## src/rtl/adcseq_pkg.sv

```systemverilog
package adcseq_pkg;
	// ----------------------------------------
	// Timing and channel count
	// ----------------------------------------
	localparam int CLK_PERIOD_NS     = 10;
	localparam int CONV_PER_CH_NS    = 550;
	localparam int CONV_PER_CH_CYC   = CONV_PER_CH_NS / CLK_PERIOD_NS;
	localparam int PULSE_NS          = 50;
	localparam int PULSE_CYC         = PULSE_NS / CLK_PERIOD_NS;
	localparam int ACQ_NS            = 625;
	localparam int ACQ_CYC           =
		(ACQ_NS + CLK_PERIOD_NS - 1) / CLK_PERIOD_NS;
	localparam int NAP_LOW_NS        = 750;
	localparam int NAP_LOW_CYC       =
		(NAP_LOW_NS + CLK_PERIOD_NS - 1) / CLK_PERIOD_NS;
	localparam int INIT_MS           = 10;
	localparam int INIT_BUF_MS       = 200;
	localparam int INIT_CYC          = INIT_MS * 100000;
	localparam int INIT_BUF_CYC      = INIT_BUF_MS * 100000;
	localparam int INIT_INT_CYC      = 16;
	localparam int NUM_CH            = 4;

	typedef enum logic [2:0] {
		ADCSEQ_INIT  = 3'b000,
		ADCSEQ_ACQ   = 3'b001,
		ADCSEQ_CONV  = 3'b010,
		ADCSEQ_NAP   = 3'b011,
		ADCSEQ_PDOWN = 3'b100
	} adcseq_state_t;

	typedef enum logic [1:0] {
		ADCSEQ_H_WAIT  = 2'b00,
		ADCSEQ_H_IDLE  = 2'b01,
		ADCSEQ_H_PULSE = 2'b10,
		ADCSEQ_H_BUSY  = 2'b11
	} adcseq_hstate_t;
endpackage

```

## src/rtl/adcseq_if.sv

```systemverilog
`timescale 1ns/100ps
interface adcseq_if;
	logic conversion_start;
	logic power_down_request;
	logic busy;

	modport device (
		input  conversion_start,
		input  power_down_request,
		output busy
	);
	modport host (
		output conversion_start,
		output power_down_request,
		input  busy
	);
endinterface

```

## src/rtl/adcseq_device.sv

```systemverilog
`timescale 1ns/100ps
module adcseq_device #(
	parameter int INIT_CYCLES = adcseq_pkg::INIT_INT_CYC,
	parameter int NUM_CH      = adcseq_pkg::NUM_CH
) (
	input  wire logic        ref_clk,
	input  wire logic        sys_rst,
	input  wire logic        clk_en,
	adcseq_if.device         link,
	input  wire logic [3:0]  chan_enable,
	output logic             sample_hold,
	output logic             nap_active,
	output logic             power_down_active,
	output logic             init_active,
	output logic             conv_done
);
	// ----------------------------------------
	// Pin synchronisers
	// ----------------------------------------
	logic [2:0] cnv_sync_reg;
	logic [2:0] pd_sync_reg;
	logic       cnv_reg;
	logic       cnv_next;
	logic       pd_reg;
	logic       pd_next;

	// Change counts once the second and third stages agree
	always_comb begin
		cnv_next = cnv_reg;
		pd_next  = pd_reg;
		if (cnv_sync_reg[1] == cnv_sync_reg[2])
			cnv_next = cnv_sync_reg[2];
		if (pd_sync_reg[1] == pd_sync_reg[2])
			pd_next = pd_sync_reg[2];
	end

	always_ff @(posedge ref_clk) begin
		if (sys_rst) begin
			cnv_sync_reg <= 3'h0;
			pd_sync_reg  <= 3'h0;
			cnv_reg      <= 1'b0;
			pd_reg       <= 1'b0;
		end else if (clk_en) begin
			cnv_sync_reg <= {cnv_sync_reg[1:0], link.conversion_start};
			pd_sync_reg  <= {pd_sync_reg[1:0], link.power_down_request};
			cnv_reg      <= cnv_next;
			pd_reg       <= pd_next;
		end
	end

	logic cnv_rise;
	logic pd_rise;
	assign cnv_rise = cnv_next & ~cnv_reg;
	assign pd_rise  = pd_next & ~pd_reg;

	// ----------------------------------------
	// Sequencer
	// ----------------------------------------
	adcseq_pkg::adcseq_state_t state_reg;
	adcseq_pkg::adcseq_state_t state_next;
	logic [31:0] cnt_reg;
	logic [31:0] cnt_next;
	logic        pd_armed_reg;
	logic        pd_armed_next;
	logic        busy_reg;
	logic        busy_next;
	logic        hold_reg;
	logic        hold_next;
	logic        done_reg;
	logic        done_next;
	logic [2:0]  nch;
	logic [31:0] conv_len;

	// Zero enabled channels still costs one slot
	always_comb begin
		nch = 3'h0;
		for (int i = 0; i < NUM_CH; i++)
			nch = nch + {2'h0, chan_enable[i]};
		if (nch == 3'h0)
			nch = 3'h1;
		conv_len = 32'(adcseq_pkg::CONV_PER_CH_CYC) * {29'h0, nch};
	end

	always_comb begin
		state_next    = state_reg;
		cnt_next      = cnt_reg;
		pd_armed_next = pd_armed_reg;
		busy_next     = busy_reg;
		hold_next     = hold_reg;
		done_next     = 1'b0;
		// Second power-down rise with no conversion between
		if (pd_rise && pd_armed_reg) begin
			state_next    = adcseq_pkg::ADCSEQ_INIT;
			cnt_next      = 32'h0;
			busy_next     = 1'b0;
			hold_next     = 1'b0;
			pd_armed_next = 1'b0;
		end else begin
			if (pd_rise)
				pd_armed_next = 1'b1;
			case (state_reg)
			adcseq_pkg::ADCSEQ_INIT: begin
				if (cnt_reg >= 32'(INIT_CYCLES) - 32'h1) begin
					state_next = adcseq_pkg::ADCSEQ_ACQ;
					cnt_next   = 32'h0;
				end else begin
					cnt_next = cnt_reg + 32'h1;
				end
			end
			adcseq_pkg::ADCSEQ_ACQ,
			adcseq_pkg::ADCSEQ_NAP: begin
				// Sampling track runs while start is low
				if (state_reg == adcseq_pkg::ADCSEQ_NAP && !cnv_reg)
					state_next = adcseq_pkg::ADCSEQ_ACQ;
				if (pd_reg) begin
					state_next = adcseq_pkg::ADCSEQ_PDOWN;
				end else if (cnv_rise) begin
					state_next    = adcseq_pkg::ADCSEQ_CONV;
					hold_next     = 1'b1;
					busy_next     = 1'b1;
					// Set wins over a same-cycle start
					pd_armed_next = pd_rise;
					cnt_next      = 32'h0;
				end
			end
			adcseq_pkg::ADCSEQ_CONV: begin
				// Start edges here do nothing; only sys_rst or a second power-down rise stops it
				if (cnt_reg >= conv_len - 32'h1) begin
					busy_next = 1'b0;
					hold_next = 1'b0;
					done_next = 1'b1;
					cnt_next  = 32'h0;
					if (pd_reg)
						state_next = adcseq_pkg::ADCSEQ_PDOWN;
					else if (cnv_reg)
						state_next = adcseq_pkg::ADCSEQ_NAP;
					else
						state_next = adcseq_pkg::ADCSEQ_ACQ;
				end else begin
					cnt_next = cnt_reg + 32'h1;
				end
			end
			adcseq_pkg::ADCSEQ_PDOWN: begin
				if (!pd_reg) begin
					state_next = adcseq_pkg::ADCSEQ_INIT;
					cnt_next   = 32'h0;
				end
			end
			default: state_next = adcseq_pkg::ADCSEQ_INIT;
			endcase
		end
	end

	always_ff @(posedge ref_clk) begin
		if (sys_rst) begin
			state_reg    <= adcseq_pkg::ADCSEQ_INIT;
			cnt_reg      <= 32'h0;
			pd_armed_reg <= 1'b0;
			busy_reg     <= 1'b0;
			hold_reg     <= 1'b0;
			done_reg     <= 1'b0;
		end else if (clk_en) begin
			state_reg    <= state_next;
			cnt_reg      <= cnt_next;
			pd_armed_reg <= pd_armed_next;
			busy_reg     <= busy_next;
			hold_reg     <= hold_next;
			done_reg     <= done_next;
		end
	end

	assign link.busy         = busy_reg;
	assign sample_hold       = hold_reg;
	assign conv_done         = done_reg;
	assign nap_active        = (state_reg == adcseq_pkg::ADCSEQ_NAP);
	assign power_down_active = (state_reg == adcseq_pkg::ADCSEQ_PDOWN);
	assign init_active       = (state_reg == adcseq_pkg::ADCSEQ_INIT);
endmodule

```

## src/flat_wrapper.sv

```systemverilog
// flat-port wrapper written by rule: the top's interface ports become plain ports
module adcseq_device_flat 
#(
	parameter int INIT_CYCLES = adcseq_pkg::INIT_INT_CYC,
	parameter int NUM_CH      = adcseq_pkg::NUM_CH
)
  (ref_clk, sys_rst, clk_en, chan_enable, sample_hold, nap_active, power_down_active, init_active, conv_done, link_conversion_start, link_power_down_request, link_busy);
  adcseq_if link_i ();
  input  wire logic ref_clk;
  input  wire logic sys_rst;
  input  wire logic clk_en;
  input  wire logic [3:0] chan_enable;
  output logic sample_hold;
  output logic nap_active;
  output logic power_down_active;
  output logic init_active;
  output logic conv_done;
  input wire logic [$bits(link_i.conversion_start)-1:0] link_conversion_start;
  input wire logic [$bits(link_i.power_down_request)-1:0] link_power_down_request;
  output wire logic [$bits(link_i.busy)-1:0] link_busy;
  assign link_i.conversion_start = link_conversion_start;
  assign link_i.power_down_request = link_power_down_request;
  assign link_busy = link_i.busy;
  adcseq_device #(.INIT_CYCLES(INIT_CYCLES), .NUM_CH(NUM_CH)) u_core (.ref_clk(ref_clk), .sys_rst(sys_rst), .clk_en(clk_en), .link(link_i), .chan_enable(chan_enable), .sample_hold(sample_hold), .nap_active(nap_active), .power_down_active(power_down_active), .init_active(init_active), .conv_done(conv_done));
endmodule
```

## config.mk

```make
export PLATFORM = sky130hd
export DESIGN_NAME = adcseq_device_flat
export DESIGN_NICKNAME = d
export VERILOG_FILES = /design/src/rtl/adcseq_pkg.sv /design/src/rtl/adcseq_if.sv /design/src/rtl/adcseq_device.sv /design/src/flat_wrapper.sv
export SDC_FILE = /design/constraint.sdc
export NUM_CORES = 1
export LEC_CHECK = 0
export ABC_AREA = 1
export BUFFER_PORTS_ARGS = -buffer_cell sky130_fd_sc_hd__clkbuf_2
export CORE_UTILIZATION = 27
export CTS_CLUSTER_DIAMETER = 80
export DETAILED_ROUTE_END_ITERATION = 6
export MAX_ROUTING_LAYER = met4
export PLACE_DENSITY_LB_ADDON = 0.05
export SLEW_MARGIN = 20
export SYNTH_ARGS = -nofsm -noshare
export SYNTH_HDL_FRONTEND = slang
export SYNTH_SLANG_ARGS = --single-unit
```

## constraint.sdc

```tcl
create_clock -name ref_clk -period 6.4 [get_ports ref_clk]
set_clock_uncertainty 0.2 [all_clocks]
set_input_delay 1.28 -clock ref_clk [delete_from_list [all_inputs] [get_ports ref_clk]]
set_output_delay 1.28 -clock ref_clk [all_outputs]
set_load 0.02 [all_outputs]
```

==> results.toml, run 1 <==
[critical_path]
path_max_fanout = 7
worstPathRequired_ns = 6.42
worstPathArrival_ns = 4.57
slowest_stage = "fa_1"
endpoint_kind = "flip-flop"
crit_type = "in2reg"
reg2reg_slack_ns = 4.04
setup.worst_path.start_class = "input pin"
crit_path_cell_trace = "clkbuf_2, ha_1, inv_1, fa_1, ha_1, o21ai_0, inv_1, or2_2, nand2_1, xnor2_1, ha_1, nand2_1, nor2_1, nand3_1, nand2_1, nor2_1, nand4_1, a21oi_1, nor2_1"
critPathMaxStageDelay_ns = 0.38

[route]
initialDrtViolationCount = 63
totalWireLength_mm = 5.35
drtAntennaViolNets = 0
dr.pass1.iters = 4
routedWlPerCell_um = 11.8
drc = 0
viasPerCell = 4.42
vias = 2008

[global_route]
grt_usage_pct = 12.6
grt_pass1_wl_mm = 9.29
grt_pass1_vias = 1940
antenna_found_initial = 0
gr-total-overflow = 0
grt_max_degree = 40

[sta]
relSlewSlack_pct = 43.2
tightest_slew_ns = 0.851
slew_viol_final = 0
setup_viol = 0
finalCritPeriodShare_pct = 71.2
finalSetupTns_ns = 0
rsz0062_at_grt = "false"
period_minus_slack_ns = 4.56
finalHoldViolCount = 0
max_freq_mhz = 220

[power]
power_frac_comb_pct = 34.6
ir_drop_uv = 103
p_int_w = 0.000473
p_leak_nw = 1.16
design_power_total_w = 0.000809
switching_share_pct = 41.5
pwr-share-clk_pct = 25.0
powerDensity_mw_per_mm2 = 306
power_frac_seq_pct = 40.5
switching_power_w = 0.000336

[synthesis]
syn_area_mm2 = 0.00242
synth_cells = 337
synth_top_area_share_pct = 38.1
ys_ff_latch = 46
synth_seq_area_share_pct = 38.1
synth.area.top_cells = "dfxtp_1, nand2_1, nor2_1"
synthDistinctLibCells = 35
ys_warn_count = 0
synth_top_area_cell = "dfxtp_1"
syn_nets = 361
synth_area_per_cell_um2 = 7.18

[finish]
area_delta_synth_final_pct = 9.47
mostFrequentLayoutCells = "nand2_1, nor2_1, dfxtp_1"
stdcell_count = 454
drive_gt1_share_pct = 11.0
final_common_cell = "nand2_1"
largest_reg_flops = 32
nNetsFinal = 369
num_antenna_cells = 0

[run_status]
status = "complete, no violations"

[die]
start_util_pct = 27.9
fp.dieH_um = 96.6
ioPinCount = 15
die_w_um = 96.6
rows = 34
dieArea_mm2 = 0.00934
core_mm2 = 0.00868

[clock_tree]
cts-resized-gates = 0
clk_pin_slew_ns = 0.11
cts.sinks = 46
clockBufferDepth = 2
cts_buffers = 5
cts_hold_buf = 0
cts_tree = "yes"
cts_setup_buffers = 0
cts-root-buf = "clkbuf_8"
h-tree-depth = 2
clock_latency_ns = 0.31

[run]
maxCapViolCount = 0

[placement]
gp_congestion = 0.749
dp_hpwl_mm = 3.71
placedCellCount = 446
port_buffers = 14

[min_path]
hold_class = "reg2reg"
## metrics by stage
| step | utilization [%] | cell area [µm²] | setup WS (ns) | hold WS, ns |
|---|---|---|---|---|
| after floorplan | - | 2420 | 1.99 | 0.217 |
| after global placement | 29.4 | 2550 | 1.63 | 0.227 |
| after detailed placement | 29.4 | 2550 | 1.48 | 0.229 |
| after CTS | 30.5 | 2650 | 1.82 | 0.245 |
| after global routing | 30.5 | 2650 | 1.51 | 0.261 |
| final | 30.5 | 2650 | 1.84 | 0.242 |
## power groups by stage
stage	clock network, W	logic [W]	registers [W]
floorplan	0	0.000238	0.000325
global placement	0	0.000285	0.000335
detailed placement	0	0.000285	0.000334
CTS	0.000214	0.000286	0.000328
global route	0.000225	0.000321	0.000331
finish	0.000202	0.000280	0.000328
## area by class of cell
| type | instances | area [µm²] |
|---|---|---|
| inverters | 26 | 97.6 |
| fillers | 983 | 6030 |
| clock buffers | 5 | 68.8 |
| flip-flops and latches | 46 | 921 |
| multi-input cells | 252 | 1330 |
| clock inverters | 3 | 28.8 |
| repair buffers | 14 | 70.1 |
| well taps | 108 | 135 |
## metal layers
layer  GRT usage [%]  routed length (µm)  vias up
li1                -                   -     1090
met1            17.0                2930      897
met2            18.6                2230       16
met3            2.60                 128        5
met4            4.13                  70        0
met5               -                   0        -
## final timing paths
kind	start	to	cells past startpoint
hold / removal	u_core.cnt_reg[11]	u_core.cnt_reg[11]	2
hold reg to reg	u_core.cnt_reg[11]	u_core.cnt_reg[11]	2
setup / recovery	chan_enable[1]	u_core.state_reg[2]	19
setup reg to reg	u_core.pd_reg	u_core.cnt_reg[7]	9
## cells in the mapped netlist, drive strengths merged
cell type	n
nand2	87
nor2	68
dfxtp	46
inv	25
a21oi	22
nand3	22
ha	14
o21ai	12
buf	7
clkbuf	6
xor2	5
nand4	4
nor3	4
xnor2	4
a211oi	2
a221oi	2
a21o	1
a32o	1
clkinv	1
fa	1
nand3b	1
nor3b	1
or2	1
## critical path, delay by kind of cell
kind | cells | cell delay (ns)
AND/OR/NAND/NOR | 9 | 1.12
buffers and inverters | 3 | 0.22
XOR/XNOR | 1 | 0.13
AO/OA/AOI/OAI | 2 | 0.54
adder cells (fa/ha/maj) | 4 | 1.26
## cell families after synthesis
| logic type | count (synthesis) | share of synthesized area [%] |
|---|---|---|
| adders and majority gates | 15 | 8.07 |
| and+or+nand+nor | 188 | 34.2 |
| DFF | 46 | 38.1 |
| AOI/OAI and AO/OA | 40 | 9.26 |
| buffers and inverters | 39 | 7.09 |
| xor gates and xnor gates | 9 | 3.26 |
Note: power is estimated with default switching activity, not from simulation.
==> run 2, diff against run 1 <==
ABC_AREA = 0   (was 1)
clock period = 4.52 ns   (was 6.4 ns; I/O delays follow)
==> results.toml, run 2 <==
[global_route]
grt_pass1_vias = 2072
busiest_layer = "met2"
grt_usage_pct = 13.7
grt_max_degree = 24
grt_pass1_wl_mm = 10.4
use_met3_pct = 2.84
grtUsageMet2_pct = 20.1
antenna_found_initial = 0
gr-total-overflow = 0
grt_use_met1_pct = 19.1

[synthesis]
synth_cells = 316
syn_area_mm2 = 0.00264
synthDistinctLibCells = 50
ys_top_cells_by_count = "dfxtp_1, nor2_1, nand2_1, xor2_1, a21oi_1"
synth_seq_area_share_pct = 34.9
synth-edff-count = 0
ys_ff_latch = 46
synth_most_common_cell = "dfxtp_1"
syn_nets = 340
synth_top_area_cell = "dfxtp_1"
synth.area.top_cells = "dfxtp_1, ha_1, nor2_1"
synth_top_area_share_pct = 34.9
synth_area_per_cell_um2 = 8.34
ys.flop_type = "dfxtp_1"
ys_warn_count = 0
synthArstFlopShare_pct = 0

[route]
viasPerCell = 4.71
drc = 0
vias = 2141
initialDrtViolationCount = 45
totalWireLength_mm = 6.19
routedWlPerCell_um = 13.6
dr.pass1.iters = 4
drtAntennaViolNets = 0

[critical_path]
r2r_cells = 7
reg2reg_slack_ns = 1.76
endpoint_kind = "flip-flop"
worstPathRequired_ns = 4.55
path_max_fanout = 9
crit_type = "in2reg"
worstPathArrival_ns = 4.15
setup.worst_path.start_class = "input pin"

[finish]
multi_input_area_mm2 = 0.00161
nFillCells = 1004
nNetsFinal = 349
area_delta_synth_final_pct = 11.3
mostFrequentLayoutCells = "dfxtp_1, nor2_1, nand2_1"
largest_reg_flops = 32
seqCellArea_um2 = 921
num_antenna_cells = 0
final_common_cell = "dfxtp_1"
drive_gt1_share_pct = 9.51

[sta]
slew_viol_final = 0
finalSetupTns_ns = 0
rsz0062_at_grt = "false"
whs_ns = 0.272
finalHoldViolCount = 0
setup_viol = 0
tightest_slew_ns = 0.849
finalCritPeriodShare_pct = 91.2
max_freq_mhz = 243
period_minus_slack_ns = 4.12
relSlewSlack_pct = 43.2

[placement]
gp_congestion = 0.730
dp_hpwl_mm = 4.48
port_buffers = 14

[die]
rows = 35
dieArea_mm2 = 0.0102
fp.dieH_um = 101
die_w_um = 101
ioPinCount = 15
start_util_pct = 28.2
core_mm2 = 0.00933

[power]
ir_drop_uv = 111
p_leak_nw = 1.14
powerDensity_mw_per_mm2 = 275

[clock_tree]
cts_buffers = 5
clockBufferDepth = 2
clock_latency_ns = 0.30
h-tree-depth = 2
cts_tree = "yes"
cts-resized-gates = 0
cts_hold_buf = 0
cts-root-buf = "clkbuf_8"
cts.sinks = 46
clk_pin_slew_ns = 0.09
cts_setup_buffers = 0

[min_path]
hold_class = "reg2reg"
hold-path-cell-count = 2

[run]
maxCapViolCount = 0

[run_status]
status = "complete, no violations"
[run 2: cells by family after synthesis]
logic type,count (synthesis),synth area share [%]
mux,10,3.89
buf+inv,24,4.13
flops,46,34.9
simple gates,149,29.4
compound gates,49,12.5
xor+xnor,23,7.64
fa+ha+maj,15,7.41
[run 2: metal layers]
metal  share of wire, %  wire length (µm)
met2                 43              2680
met5                  0                 0
met4               0.13                 8
met3                1.9               116
met1                 55              3390
[run 2: power breakdown]
group / internal [W] / total [W] / leakage [nW] / switching (W)
Combinational: 0.0000302 / 0.0000760 / 0.719 / 0.0000458
Sequential: 0.000409 / 0.000413 / 0.371 / 0.00000462
Clock: 0.000165 / 0.000316 / 0.0514 / 0.000151
Total: 0.000604 / 0.000805 / 1.14 / 0.000201
[run 2: final cells by class]
class	instances	area share [%]
tap	129	5.50
inverter	10	1.28
multi-input combinational	246	54.7
clock buffer	6	2.47
timing repair buffer	16	3.33
clock inverter	2	1.28
sequential	46	31.4
[run 2: final timing paths]
path / from / end
hold / removal: u_core.conv_done / u_core.conv_done
setup / recovery: chan_enable[0] / u_core.cnt_reg[5]
setup reg to reg: u_core.state_reg[0] / u_core.cnt_reg[24]
hold reg to reg: u_core.conv_done / u_core.conv_done
[run 2: through the flow]
step / setup slack [ns] / instances / area [µm²] / total power, W / util (%)
after floorplan: 0.412 / 316 / 2640 / 0.000481 / -
after global placement: 0.134 / 447 / 2820 / 0.000500 / 30.3
after detailed placement: 0.0844 / 447 / 2820 / 0.000501 / 30.3
after CTS: 0.401 / 455 / 2930 / 0.000823 / 31.4
after global routing: 0.168 / 455 / 2930 / 0.000852 / 31.4
final: 0.399 / 455 / 2930 / 0.000805 / 31.4
[run 2: worst max-delay path, cell delays in order]
cell and delay [ns]:
clkbuf_2 0.08, ha_1 0.27, inv_1 0.05, fa_1 0.38, ha_1 0.37, nor2_1 0.17, a21oi_1 0.07, xnor2_1 0.14
ha_1 0.29, nand2b_1 0.14, nor3_1 0.09, or3_4 0.35, o21ai_4 0.28, or4b_1 0.45, mux2i_1 0.12
